### config.mk
export PLATFORM = sky130hd
export DESIGN_NAME = dac_loader_and_parallel_ports
export DESIGN_NICKNAME = d
export VERILOG_FILES = /design/src/hw/dac_pio_pkg.sv /design/src/hw/dac_channel.sv /design/src/hw/dac_loader_and_parallel_ports.sv
export SDC_FILE = /design/constraint.sdc
export NUM_CORES = 1
export LEC_CHECK = 0
export ABC_AREA = 1
export BUFFER_PORTS_ARGS = -buffer_cell sky130_fd_sc_hd__clkbuf_2
export CORE_MARGIN = 3
export CORE_UTILIZATION = 26
export DETAILED_ROUTE_END_ITERATION = 6
export PLACE_DENSITY_LB_ADDON = 0.3
export SYNTH_ARGS = -nofsm -noshare
export SYNTH_HDL_FRONTEND = slang
export SYNTH_SLANG_ARGS = --single-unit
### constraint.sdc
create_clock -name i_clk -period 8.7 [get_ports i_clk]
set_clock_uncertainty 0.05 [all_clocks]
set_input_delay 0.435 -clock i_clk [delete_from_list [all_inputs] [get_ports i_clk]]
set_output_delay 0.435 -clock i_clk [all_outputs]
set_load 0.1 [all_outputs]
### src/hw/dac_pio_pkg.sv
// Shared offsets, field positions, reset values and encodings for the converter and port block
package dac_pio_pkg;

	// Register offsets above the board base address
	localparam logic [3:0] OFS_DAC0_LOW_BYTE = 4'h0;
	localparam logic [3:0] OFS_DAC0_HIGH_BYTE = 4'h1;
	localparam logic [3:0] OFS_DAC1_LOW_BYTE = 4'h2;
	localparam logic [3:0] OFS_DAC1_HIGH_BYTE = 4'h3;
	localparam logic [3:0] OFS_DAC2_LOW_BYTE = 4'h4;
	localparam logic [3:0] OFS_DAC2_HIGH_BYTE = 4'h5;
	localparam logic [3:0] OFS_DAC3_LOW_BYTE = 4'h6;
	localparam logic [3:0] OFS_DAC3_HIGH_BYTE = 4'h7;
	localparam logic [3:0] OFS_DAC4_LOW_BYTE = 4'h8;
	localparam logic [3:0] OFS_DAC4_HIGH_BYTE = 4'h9;
	localparam logic [3:0] OFS_DAC5_LOW_BYTE = 4'hA;
	localparam logic [3:0] OFS_DAC5_HIGH_BYTE = 4'hB;
	localparam logic [3:0] OFS_FIRST_PORT_DATA = 4'hC;
	localparam logic [3:0] OFS_SECOND_PORT_DATA = 4'hD;
	localparam logic [3:0] OFS_THIRD_PORT_DATA = 4'hE;
	localparam logic [3:0] OFS_PORT_CONFIGURATION = 4'hF;

	// Channel count and code width
	localparam int NUM_CHANNELS = 6;
	localparam int CODE_WIDTH = 16;

	// Configuration byte field positions
	localparam int CFG_MODE_SET_FLAG = 7;
	localparam int CFG_GROUP_ONE_MODE_UPPER = 6;
	localparam int CFG_GROUP_ONE_MODE_LOWER = 5;
	localparam int CFG_FIRST_PORT_DIR = 4;
	localparam int CFG_UPPER_NIBBLE_DIR = 3;
	localparam int CFG_GROUP_TWO_MODE = 2;
	localparam int CFG_SECOND_PORT_DIR = 1;
	localparam int CFG_LOWER_NIBBLE_DIR = 0;

	// Reset values
	localparam logic [15:0] RST_DAC_CODE = 16'h0000;
	localparam logic [7:0] RST_PORT_OUT = 8'h00;
	localparam logic RST_DIR_INPUT = 1'b1;
	localparam logic [7:0] RD_NOTHING = 8'h00;

	// Group one mode decode
	typedef enum logic [1:0] {
		G1_SIMPLE = 2'b00,
		G1_STROBED = 2'b01,
		G1_BIDIR = 2'b10
	} group_one_mode_e;

	// Group two mode decode
	typedef enum logic {
		G2_SIMPLE = 1'b0,
		G2_STROBED = 1'b1
	} group_two_mode_e;

endpackage

### src/hw/dac_channel.sv
// One converter channel: pending load latch and output latch
`timescale 1ns/1ps

module dac_channel (
	// Clock and reset
	input wire logic i_clk,
	input wire logic i_reset,
	// Load strobes
	input wire logic i_wr_low,
	input wire logic i_wr_high,
	input wire logic [7:0] i_wdata,
	input wire logic i_held_update_setting,
	input wire logic i_transfer,
	// Converter code
	output logic [15:0] o_code
);

	typedef struct packed {
		logic [15:0] pending;
		logic [15:0] out;
	} chan_s;

	chan_s state_reg;
	chan_s state_next;

	// Load and transfer
	always_comb begin
		state_next = state_reg;
		if (i_wr_low) begin
			state_next.pending[7:0] = i_wdata;
		end
		if (i_wr_high) begin
			state_next.pending[15:8] = i_wdata;
			if (!i_held_update_setting) begin
				state_next.out = {i_wdata, state_reg.pending[7:0]};
			end
		end
		if (i_transfer) begin
			state_next.out = state_reg.pending;
		end
	end

	// State register
	always_ff @(posedge i_clk or posedge i_reset) begin
		if (i_reset) begin
			state_reg <= {dac_pio_pkg::RST_DAC_CODE, dac_pio_pkg::RST_DAC_CODE};
		end else begin
			state_reg <= state_next;
		end
	end

	assign o_code = state_reg.out;
endmodule

### src/hw/dac_loader_and_parallel_ports.sv
// Converter loader and three-port parallel unit behind a sixteen-byte register block
`timescale 1ns/1ps

module dac_loader_and_parallel_ports (
	// Clock and reset
	input wire logic i_clk,
	input wire logic i_reset,
	// Register access, offset above the board base address
	input wire logic i_sel,
	input wire logic [3:0] i_addr,
	input wire logic i_wr,
	input wire logic i_rd,
	input wire logic [7:0] i_wdata,
	output logic [7:0] o_rdata,
	// Board strap: high selects held simultaneous update
	input wire logic i_held_update_setting,
	// Converter codes, channel n in bits 16n+15..16n
	output logic [95:0] o_dac_code,
	// First port lines
	input wire logic [7:0] i_first_port,
	output logic [7:0] o_first_port,
	output logic [7:0] o_first_port_oe,
	// Second port lines
	input wire logic [7:0] i_second_port,
	output logic [7:0] o_second_port,
	output logic [7:0] o_second_port_oe,
	// Third port lines
	input wire logic [7:0] i_third_port,
	output logic [7:0] o_third_port,
	output logic [7:0] o_third_port_oe,
	// Decoded group modes
	output logic [1:0] o_group_one_mode,
	output logic o_group_two_mode
);

	typedef struct packed {
		logic [7:0] first_out;
		logic [7:0] second_out;
		logic [7:0] third_out;
		logic dir_first;
		logic dir_upper;
		logic dir_second;
		logic dir_lower;
		logic [1:0] g1_mode;
		logic g2_mode;
		logic [7:0] rdata;
		logic cfg_seen;
	} pio_s;

	pio_s state_reg;
	pio_s state_next;

	logic wr_hit;
	logic rd_hit;
	logic dac_space;
	logic [2:0] chan_sel;
	logic transfer;
	logic [7:0] third_live;

	// Address decode over the sixteen offsets
	assign wr_hit = i_sel && i_wr;
	assign rd_hit = i_sel && i_rd;
	assign dac_space = i_addr <= dac_pio_pkg::OFS_DAC5_HIGH_BYTE;
	assign chan_sel = i_addr[3:1];
	assign transfer = rd_hit && dac_space && i_held_update_setting;

	// Third port read value, each nibble by its own direction
	assign third_live = {
		state_reg.dir_upper ? i_third_port[7:4] : state_reg.third_out[7:4],
		state_reg.dir_lower ? i_third_port[3:0] : state_reg.third_out[3:0]
	};

	// Converter channels
	genvar n;
	generate
		for (n = 0; n < dac_pio_pkg::NUM_CHANNELS; n++) begin : g_chan
			dac_channel u_chan (
				.i_clk(i_clk),
				.i_reset(i_reset),
				.i_wr_low(wr_hit && dac_space && chan_sel == 3'(n) && !i_addr[0]),
				.i_wr_high(wr_hit && dac_space && chan_sel == 3'(n) && i_addr[0]),
				.i_wdata(i_wdata),
				.i_held_update_setting(i_held_update_setting),
				.i_transfer(transfer),
				.o_code(o_dac_code[n*16 +: 16])
			);
		end
	endgenerate

	// Port writes, configuration writes and read data
	always_comb begin
		state_next = state_reg;
		if (wr_hit) begin
			case (i_addr)
				dac_pio_pkg::OFS_FIRST_PORT_DATA: begin
					state_next.first_out = i_wdata;
				end
				dac_pio_pkg::OFS_SECOND_PORT_DATA: begin
					state_next.second_out = i_wdata;
				end
				dac_pio_pkg::OFS_THIRD_PORT_DATA: begin
					state_next.third_out = i_wdata;
				end
				dac_pio_pkg::OFS_PORT_CONFIGURATION: begin
					if (i_wdata[dac_pio_pkg::CFG_MODE_SET_FLAG]) begin
						state_next.dir_first = i_wdata[dac_pio_pkg::CFG_FIRST_PORT_DIR];
						state_next.dir_upper = i_wdata[dac_pio_pkg::CFG_UPPER_NIBBLE_DIR];
						state_next.dir_second = i_wdata[dac_pio_pkg::CFG_SECOND_PORT_DIR];
						state_next.dir_lower = i_wdata[dac_pio_pkg::CFG_LOWER_NIBBLE_DIR];
						// Upper mode bit set means bidirectional, lower bit ignored
						if (i_wdata[dac_pio_pkg::CFG_GROUP_ONE_MODE_UPPER]) begin
							state_next.g1_mode = dac_pio_pkg::G1_BIDIR;
						end else if (i_wdata[dac_pio_pkg::CFG_GROUP_ONE_MODE_LOWER]) begin
							state_next.g1_mode = dac_pio_pkg::G1_STROBED;
						end else begin
							state_next.g1_mode = dac_pio_pkg::G1_SIMPLE;
						end
						state_next.g2_mode = i_wdata[dac_pio_pkg::CFG_GROUP_TWO_MODE];
						state_next.cfg_seen = 1'b1;
					end
				end
				default: begin
				end
			endcase
		end
		if (rd_hit) begin
			case (i_addr)
				dac_pio_pkg::OFS_FIRST_PORT_DATA: begin
					state_next.rdata = state_reg.dir_first ? i_first_port
						: state_reg.first_out;
				end
				dac_pio_pkg::OFS_SECOND_PORT_DATA: begin
					state_next.rdata = state_reg.dir_second ? i_second_port
						: state_reg.second_out;
				end
				dac_pio_pkg::OFS_THIRD_PORT_DATA: begin
					state_next.rdata = third_live;
				end
				default: begin
					state_next.rdata = dac_pio_pkg::RD_NOTHING;
				end
			endcase
		end
	end

	// State register; reset leaves every line an input
	always_ff @(posedge i_clk or posedge i_reset) begin
		if (i_reset) begin
			state_reg.first_out <= dac_pio_pkg::RST_PORT_OUT;
			state_reg.second_out <= dac_pio_pkg::RST_PORT_OUT;
			state_reg.third_out <= dac_pio_pkg::RST_PORT_OUT;
			state_reg.dir_first <= dac_pio_pkg::RST_DIR_INPUT;
			state_reg.dir_upper <= dac_pio_pkg::RST_DIR_INPUT;
			state_reg.dir_second <= dac_pio_pkg::RST_DIR_INPUT;
			state_reg.dir_lower <= dac_pio_pkg::RST_DIR_INPUT;
			state_reg.g1_mode <= dac_pio_pkg::G1_SIMPLE;
			state_reg.g2_mode <= dac_pio_pkg::G2_SIMPLE;
			state_reg.rdata <= dac_pio_pkg::RD_NOTHING;
			state_reg.cfg_seen <= 1'b0;
		end else begin
			state_reg <= state_next;
		end
	end

	// Pin drive: a port drives its lines only while configured as output
	assign o_first_port = state_reg.first_out;
	assign o_first_port_oe = {8{~state_reg.dir_first}};
	assign o_second_port = state_reg.second_out;
	assign o_second_port_oe = {8{~state_reg.dir_second}};
	assign o_third_port = state_reg.third_out;
	assign o_third_port_oe = {{4{~state_reg.dir_upper}}, {4{~state_reg.dir_lower}}};
	assign o_rdata = state_reg.rdata;
	assign o_group_one_mode = state_reg.g1_mode;
	assign o_group_two_mode = state_reg.g2_mode;
endmodule

======== Word-level counts from Yosys, hierarchy flattened ========
Index checks and enable logic that the tools add are counted.
operators by class
  $lt $le $gt $ge ......................... 1
  equality and inequality tests ........... 10
  mux-type cells .......................... 25
  bitwise gates (word level) .............. 4
  reduce and logical (&&, ||, !) cells .... 41
operator list
  operator            number
  $mux 16             18
  $pmux 8 s3          1
  $logic_and 1x1->1   23
  $reduce_and 2->1    9
  $eq 4x4->1 const B  4
  $mux 8              2
  $reduce_bool 2->1   6
  $mux 4              2
  $eq 3x2->1 const B  2
  $eq 3x3->1 const B  2
  $le 4x4->1 const B  1
  $not 1->1           4
  $eq 3x1->1 const B  1
  $logic_not 3->1     1
  $reduce_and 3->1    1
  $mux 2              1
  $ne 2x1->1 const B  1
  $logic_not 1->1     1
  $mux 1              1
storage, ports and cells
  register bits after elaboration ......... 231
  input port bits ......................... 42
  output and inout port bits .............. 155
  logic and storage cells ................. 109

======== Depth between registers and ports, before layout ========
  depth after elaboration ................. 6
  gate-level depth with buffers ........... 9
  gate-level depth less buffers ........... 8

======== Hierarchy ========
Synthesis repeated with hierarchy kept, for this count alone.
unflattened totals
  cells, all modules ...................... 1432
  area, all modules ....................... 11840.1 sq um
modules (own cells, without submodules)
  module                         times used  cells each  area an instance (sq um)  seq. area each (sq um)
  dac_channel                    6           181         1544.0                    800.8
  dac_loader_and_parallel_ports  1           346         2576.2                    980.9

======== Worst setup path after synthesis ========
OpenSTA, ideal clock, no wires.
  path kind ............................... reg-to-output
  start point ............................. register state_reg[15] (netlist name)
  end point ............................... output o_first_port_oe[1]
  data arrival time ....................... 2.202 ns
  data required time ...................... 8.215 ns
  slack ................................... 6.013 ns
  cell stages (with the launch flop) ...... 4
  buffers on the path ..................... 2
  path through ............................ dfstp_2 -> clkbuf_1 -> clkinv_1 -> buf_4
between the ends
  word-level cells in the longest chain between the ends .. 1
RTL lines
  item                    RTL line                              RTL
  from (decl)             dac_loader_and_parallel_ports.sv:50   pio_s state_reg;
  from (signal assigned)  dac_loader_and_parallel_ports.sv:161  state_reg <= state_next;
  $not 1->1               dac_loader_and_parallel_ports.sv:167  assign o_first_port_oe = {8{~state_reg.dir_first}};
  to (decl)               dac_loader_and_parallel_ports.sv:22   output logic [7:0] o_first_port_oe,
No other way between the ends.

======== Final worst setup path ========
  start point ............................. register state_reg[15] (netlist name)
  end point ............................... output o_first_port_oe[6]
Same word-level chain as after synthesis.

==> impl_metrics.py <==
metrics = {
    "synth": {
        "syn_inst": 1275,
        "synth_mux_area_share_pct": 0,
        "syn_nets": 1317,
        "yosys.area_share.simple_pct": 23.2,
        "synthXorXnorAreaFrac_pct": 0,
        "synth-compound-area-share_pct": 8.30,
        "synth_fa_ha_area_share_pct": 0,
        "syn_area_sq_um": 10900,
        "synth_seq_cells": 231,
        "synth-seq-area-share_pct": 53.0,
        "yosysWarnings": 0,
        "synth_cell_types": 22,
        "synth_top_family_by_area": "simple AND/OR/NAND/NOR gates",
        "synth_area_per_cell_sq_um": 8.56,
    },
    "grt": {
        "grt_pass1_vias": 7846,
        "grt_antenna_before_repair": 0,
        "overflow": 0,
        "grt_pass1_wl_mm": 49.5,
        "grt_max_degree": 89,
        "track_usage_pct": 14.5,
    },
    "setup_path": {
        "cp_max_fo": 16,
        "path_cells": "clkinv_1, clkbuf_2",
        "end_kind": "output port",
        "cp_data_arrival_time_ns": 2.03,
        "required_ns": 8.22,
        "slowest_delay_ns": 0.63,
        "crit_path_start_kind": "flip-flop",
        "crit_type": "flip-flop to output port",
        "crit_slowest_cell": "dfstp_2",
    },
    "timing": {
        "final.period_utilization_pct": 28.9,
        "hold_viol": 0,
        "finalCriticalPeriod_ns": 2.52,
        "slew_headroom_pct": 31.6,
        "finalMaxSlewViolations": 0,
        "setup_viol": 0,
        "worstMarginPinSlew_ns": 1.03,
        "rsz0062_at_grt": "no",
        "fin_tns_setup_ns": 0,
        "fmax_ghz": 0.397,
    },
    "place": {
        "placedCellCount": 1802,
        "gp_congestion": 0.788,
        "port_buffers": 196,
        "hpwl_mm": 22.0,
        "placed_area_sq_um": 11200,
    },
    "clock_network": {
        "cts_root_buffer": "clkbuf_16",
        "tritoncts": "done",
        "cts_sinks": 231,
        "clockBufferDepth": 3,
        "cts_setup_buffers": 0,
        "cts.repair.resized": 0,
        "numCtsBuffers": 28,
        "h-tree-depth": 1,
        "clkTransAtPathRegs_ns": 0.06,
        "insertion_delay_ns": 0.56,
    },
    "route": {
        "final_antenna_net_count": 0,
        "drt-initial-drc-count": 556,
        "finalWirelength_mm": 32.9,
        "drc_errors": 0,
        "drt_pass1_iterations": 5,
        "vias_per_cell": 4.37,
        "post_drt_wl_per_cell_um": 17.8,
        "vias": 8111,
    },
    "power_and_ir_drop": {
        "swShare_pct": 45.4,
        "comb_power_share_pct": 35.6,
        "clkPwrFrac_pct": 30.5,
        "p_leak_nw": 6.35,
        "power.net_switching_mw": 1.90,
        "p_per_area_nw_per_um2": 344,
        "ir_worst_vdd_mv": 0.200,
        "power_frac_seq_pct": 33.9,
        "p_int_mw": 2.29,
    },
    "floorplan": {
        "die_w_um": 211,
        "ioPinCount": 197,
        "fp.coreArea_sq_um": 41100,
        "start_util_pct": 26.5,
        "row_count": 74,
        "die_h_um": 211,
        "die-area_sq_um": 44500,
    },
    "finish": {
        "antenna_cells": 0,
        "drive_gt1_share_pct": 21.7,
        "utilization_pct": 29.6,
        "nets": 1343,
        "area_growth_pct": 11.6,
        "num-fill-cells": 4484,
        "final_area_sq_um": 12200,
        "fin_cells": 1854,
    },
    "outcome": {
        "status": "finished, final reports clean",
    },
    "job": {
        "maxCapViolations": 0,
    },
    "worst_hold_path": {
        "holdCritPathClass": "input pin to flip-flop",
    },
}
==> routing by layer <==
metal  share of wire (%)  wire length (um)  vias up  global-route usage, %
li1                    -                 -     3955                      -
met1                  47             15400     3905                   20.4
met2                  47             15400      218                   23.9
met3                 5.0              1640       33                   2.60
met4                 1.6               528        0                   2.68
met5                   0                 0        -                      0
==> final cells by class <==
type | instances | area, sq um | share of cell area (%)
sequential | 231 | 5790 | 47.5
tap | 532 | 666 | 5.47
timing repair buffer | 200 | 1010 | 8.32
clock inverter | 11 | 196 | 1.61
multi-input combinational | 771 | 3430 | 28.2
inverter | 69 | 267 | 2.19
clock buffer | 40 | 816 | 6.70
==> power groups by stage <==
| stage | clock network, mW | registers [mW] | logic [mW] |
|---|---|---|---|
| 2_1_floorplan | 0 | 1.39 | 1.46 |
| 3_3_place_gp | 0 | 1.44 | 1.50 |
| 3_5_place_dp | 0 | 1.44 | 1.51 |
| 4_1_cts | 1.31 | 1.42 | 1.51 |
| 5_1_grt | 1.35 | 1.45 | 1.57 |
| 6_report | 1.28 | 1.42 | 1.49 |
==> logic make-up after synthesis <==
kind of cell | Yosys count
buffers and inverters | 273
AOI/OAI and AO/OA | 175
and+or+nand+nor | 596
DFF | 231
==> critical path: cells and delay by family, from the launching register on <==
| family | cells | cell delay [ns] |
|---|---|---|
| buf+inv | 2 | 0.85 |
| flops | 1 | 0.63 |
==> cell usage after synthesis (all sizes together) <==
master  instances  area [sq um]
dfstp           4           105
nor3            1          16.3
clkbuf         17          63.8
nor2            7          68.8
clkinv          3          11.3
nand2         481          1860
nand4           6          68.8
buf           187          1370
o21ai         175           906
inv            66           248
dfrtp         227          5680
nand3         101           518
==> path summary, 6_finish.rpt <==
check,startpoint,endpoint,slack (ns),depth (start not counted)
max in group asynchronous,i_reset,g_chan[0].u_chan.o_code[0],6.64,4
min in group asynchronous,i_reset,g_chan[3].u_chan.o_code[3],0.46,3
max reg2reg,state_reg[15],o_rdata[5],7.01,7
min reg2reg,g_chan[0].u_chan.state_reg[19],g_chan[0].u_chan.o_code[3],0.40,2
min,i_wdata[5],o_group_one_mode[0],0.21,3
max,state_reg[15],o_first_port_oe[6],6.18,2
==> through the flow <==
stage | hold WS [ns] | setup slack [ns] | total power, mW
after floorplan | 0.392 | 1.89 | 2.85
after global placement | 0.398 | 5.68 | 2.93
after detailed placement | 0.403 | 5.64 | 2.94
after CTS | 0.163 | 6.13 | 4.24
after global routing | 0.189 | 5.94 | 4.36
final | 0.208 | 6.18 | 4.19
==> timing repair <==
action                                  in CTS  in global routing
hold endpoints to repair                    86                  0
endpoints found under the setup margin       0                  0
hold buffers                                 1                  0
==> cell usage in the layout (no fill, tap or decap), types with 5 or more instances in the layout <==
cell / instances
bufinv_16: 5
nand2_2: 8
nand3_1: 100
inv_1: 62
o21ai_0: 156
nand2_1: 469
o21ai_2: 8
dfrtp_1: 227
clkbuf_1: 5
nor2_4: 5
clkbuf_2: 196
nand4_2: 5
o21ai_1: 11
clkbuf_8: 7
clkbuf_16: 28
(Power assumes the default switching activity.)
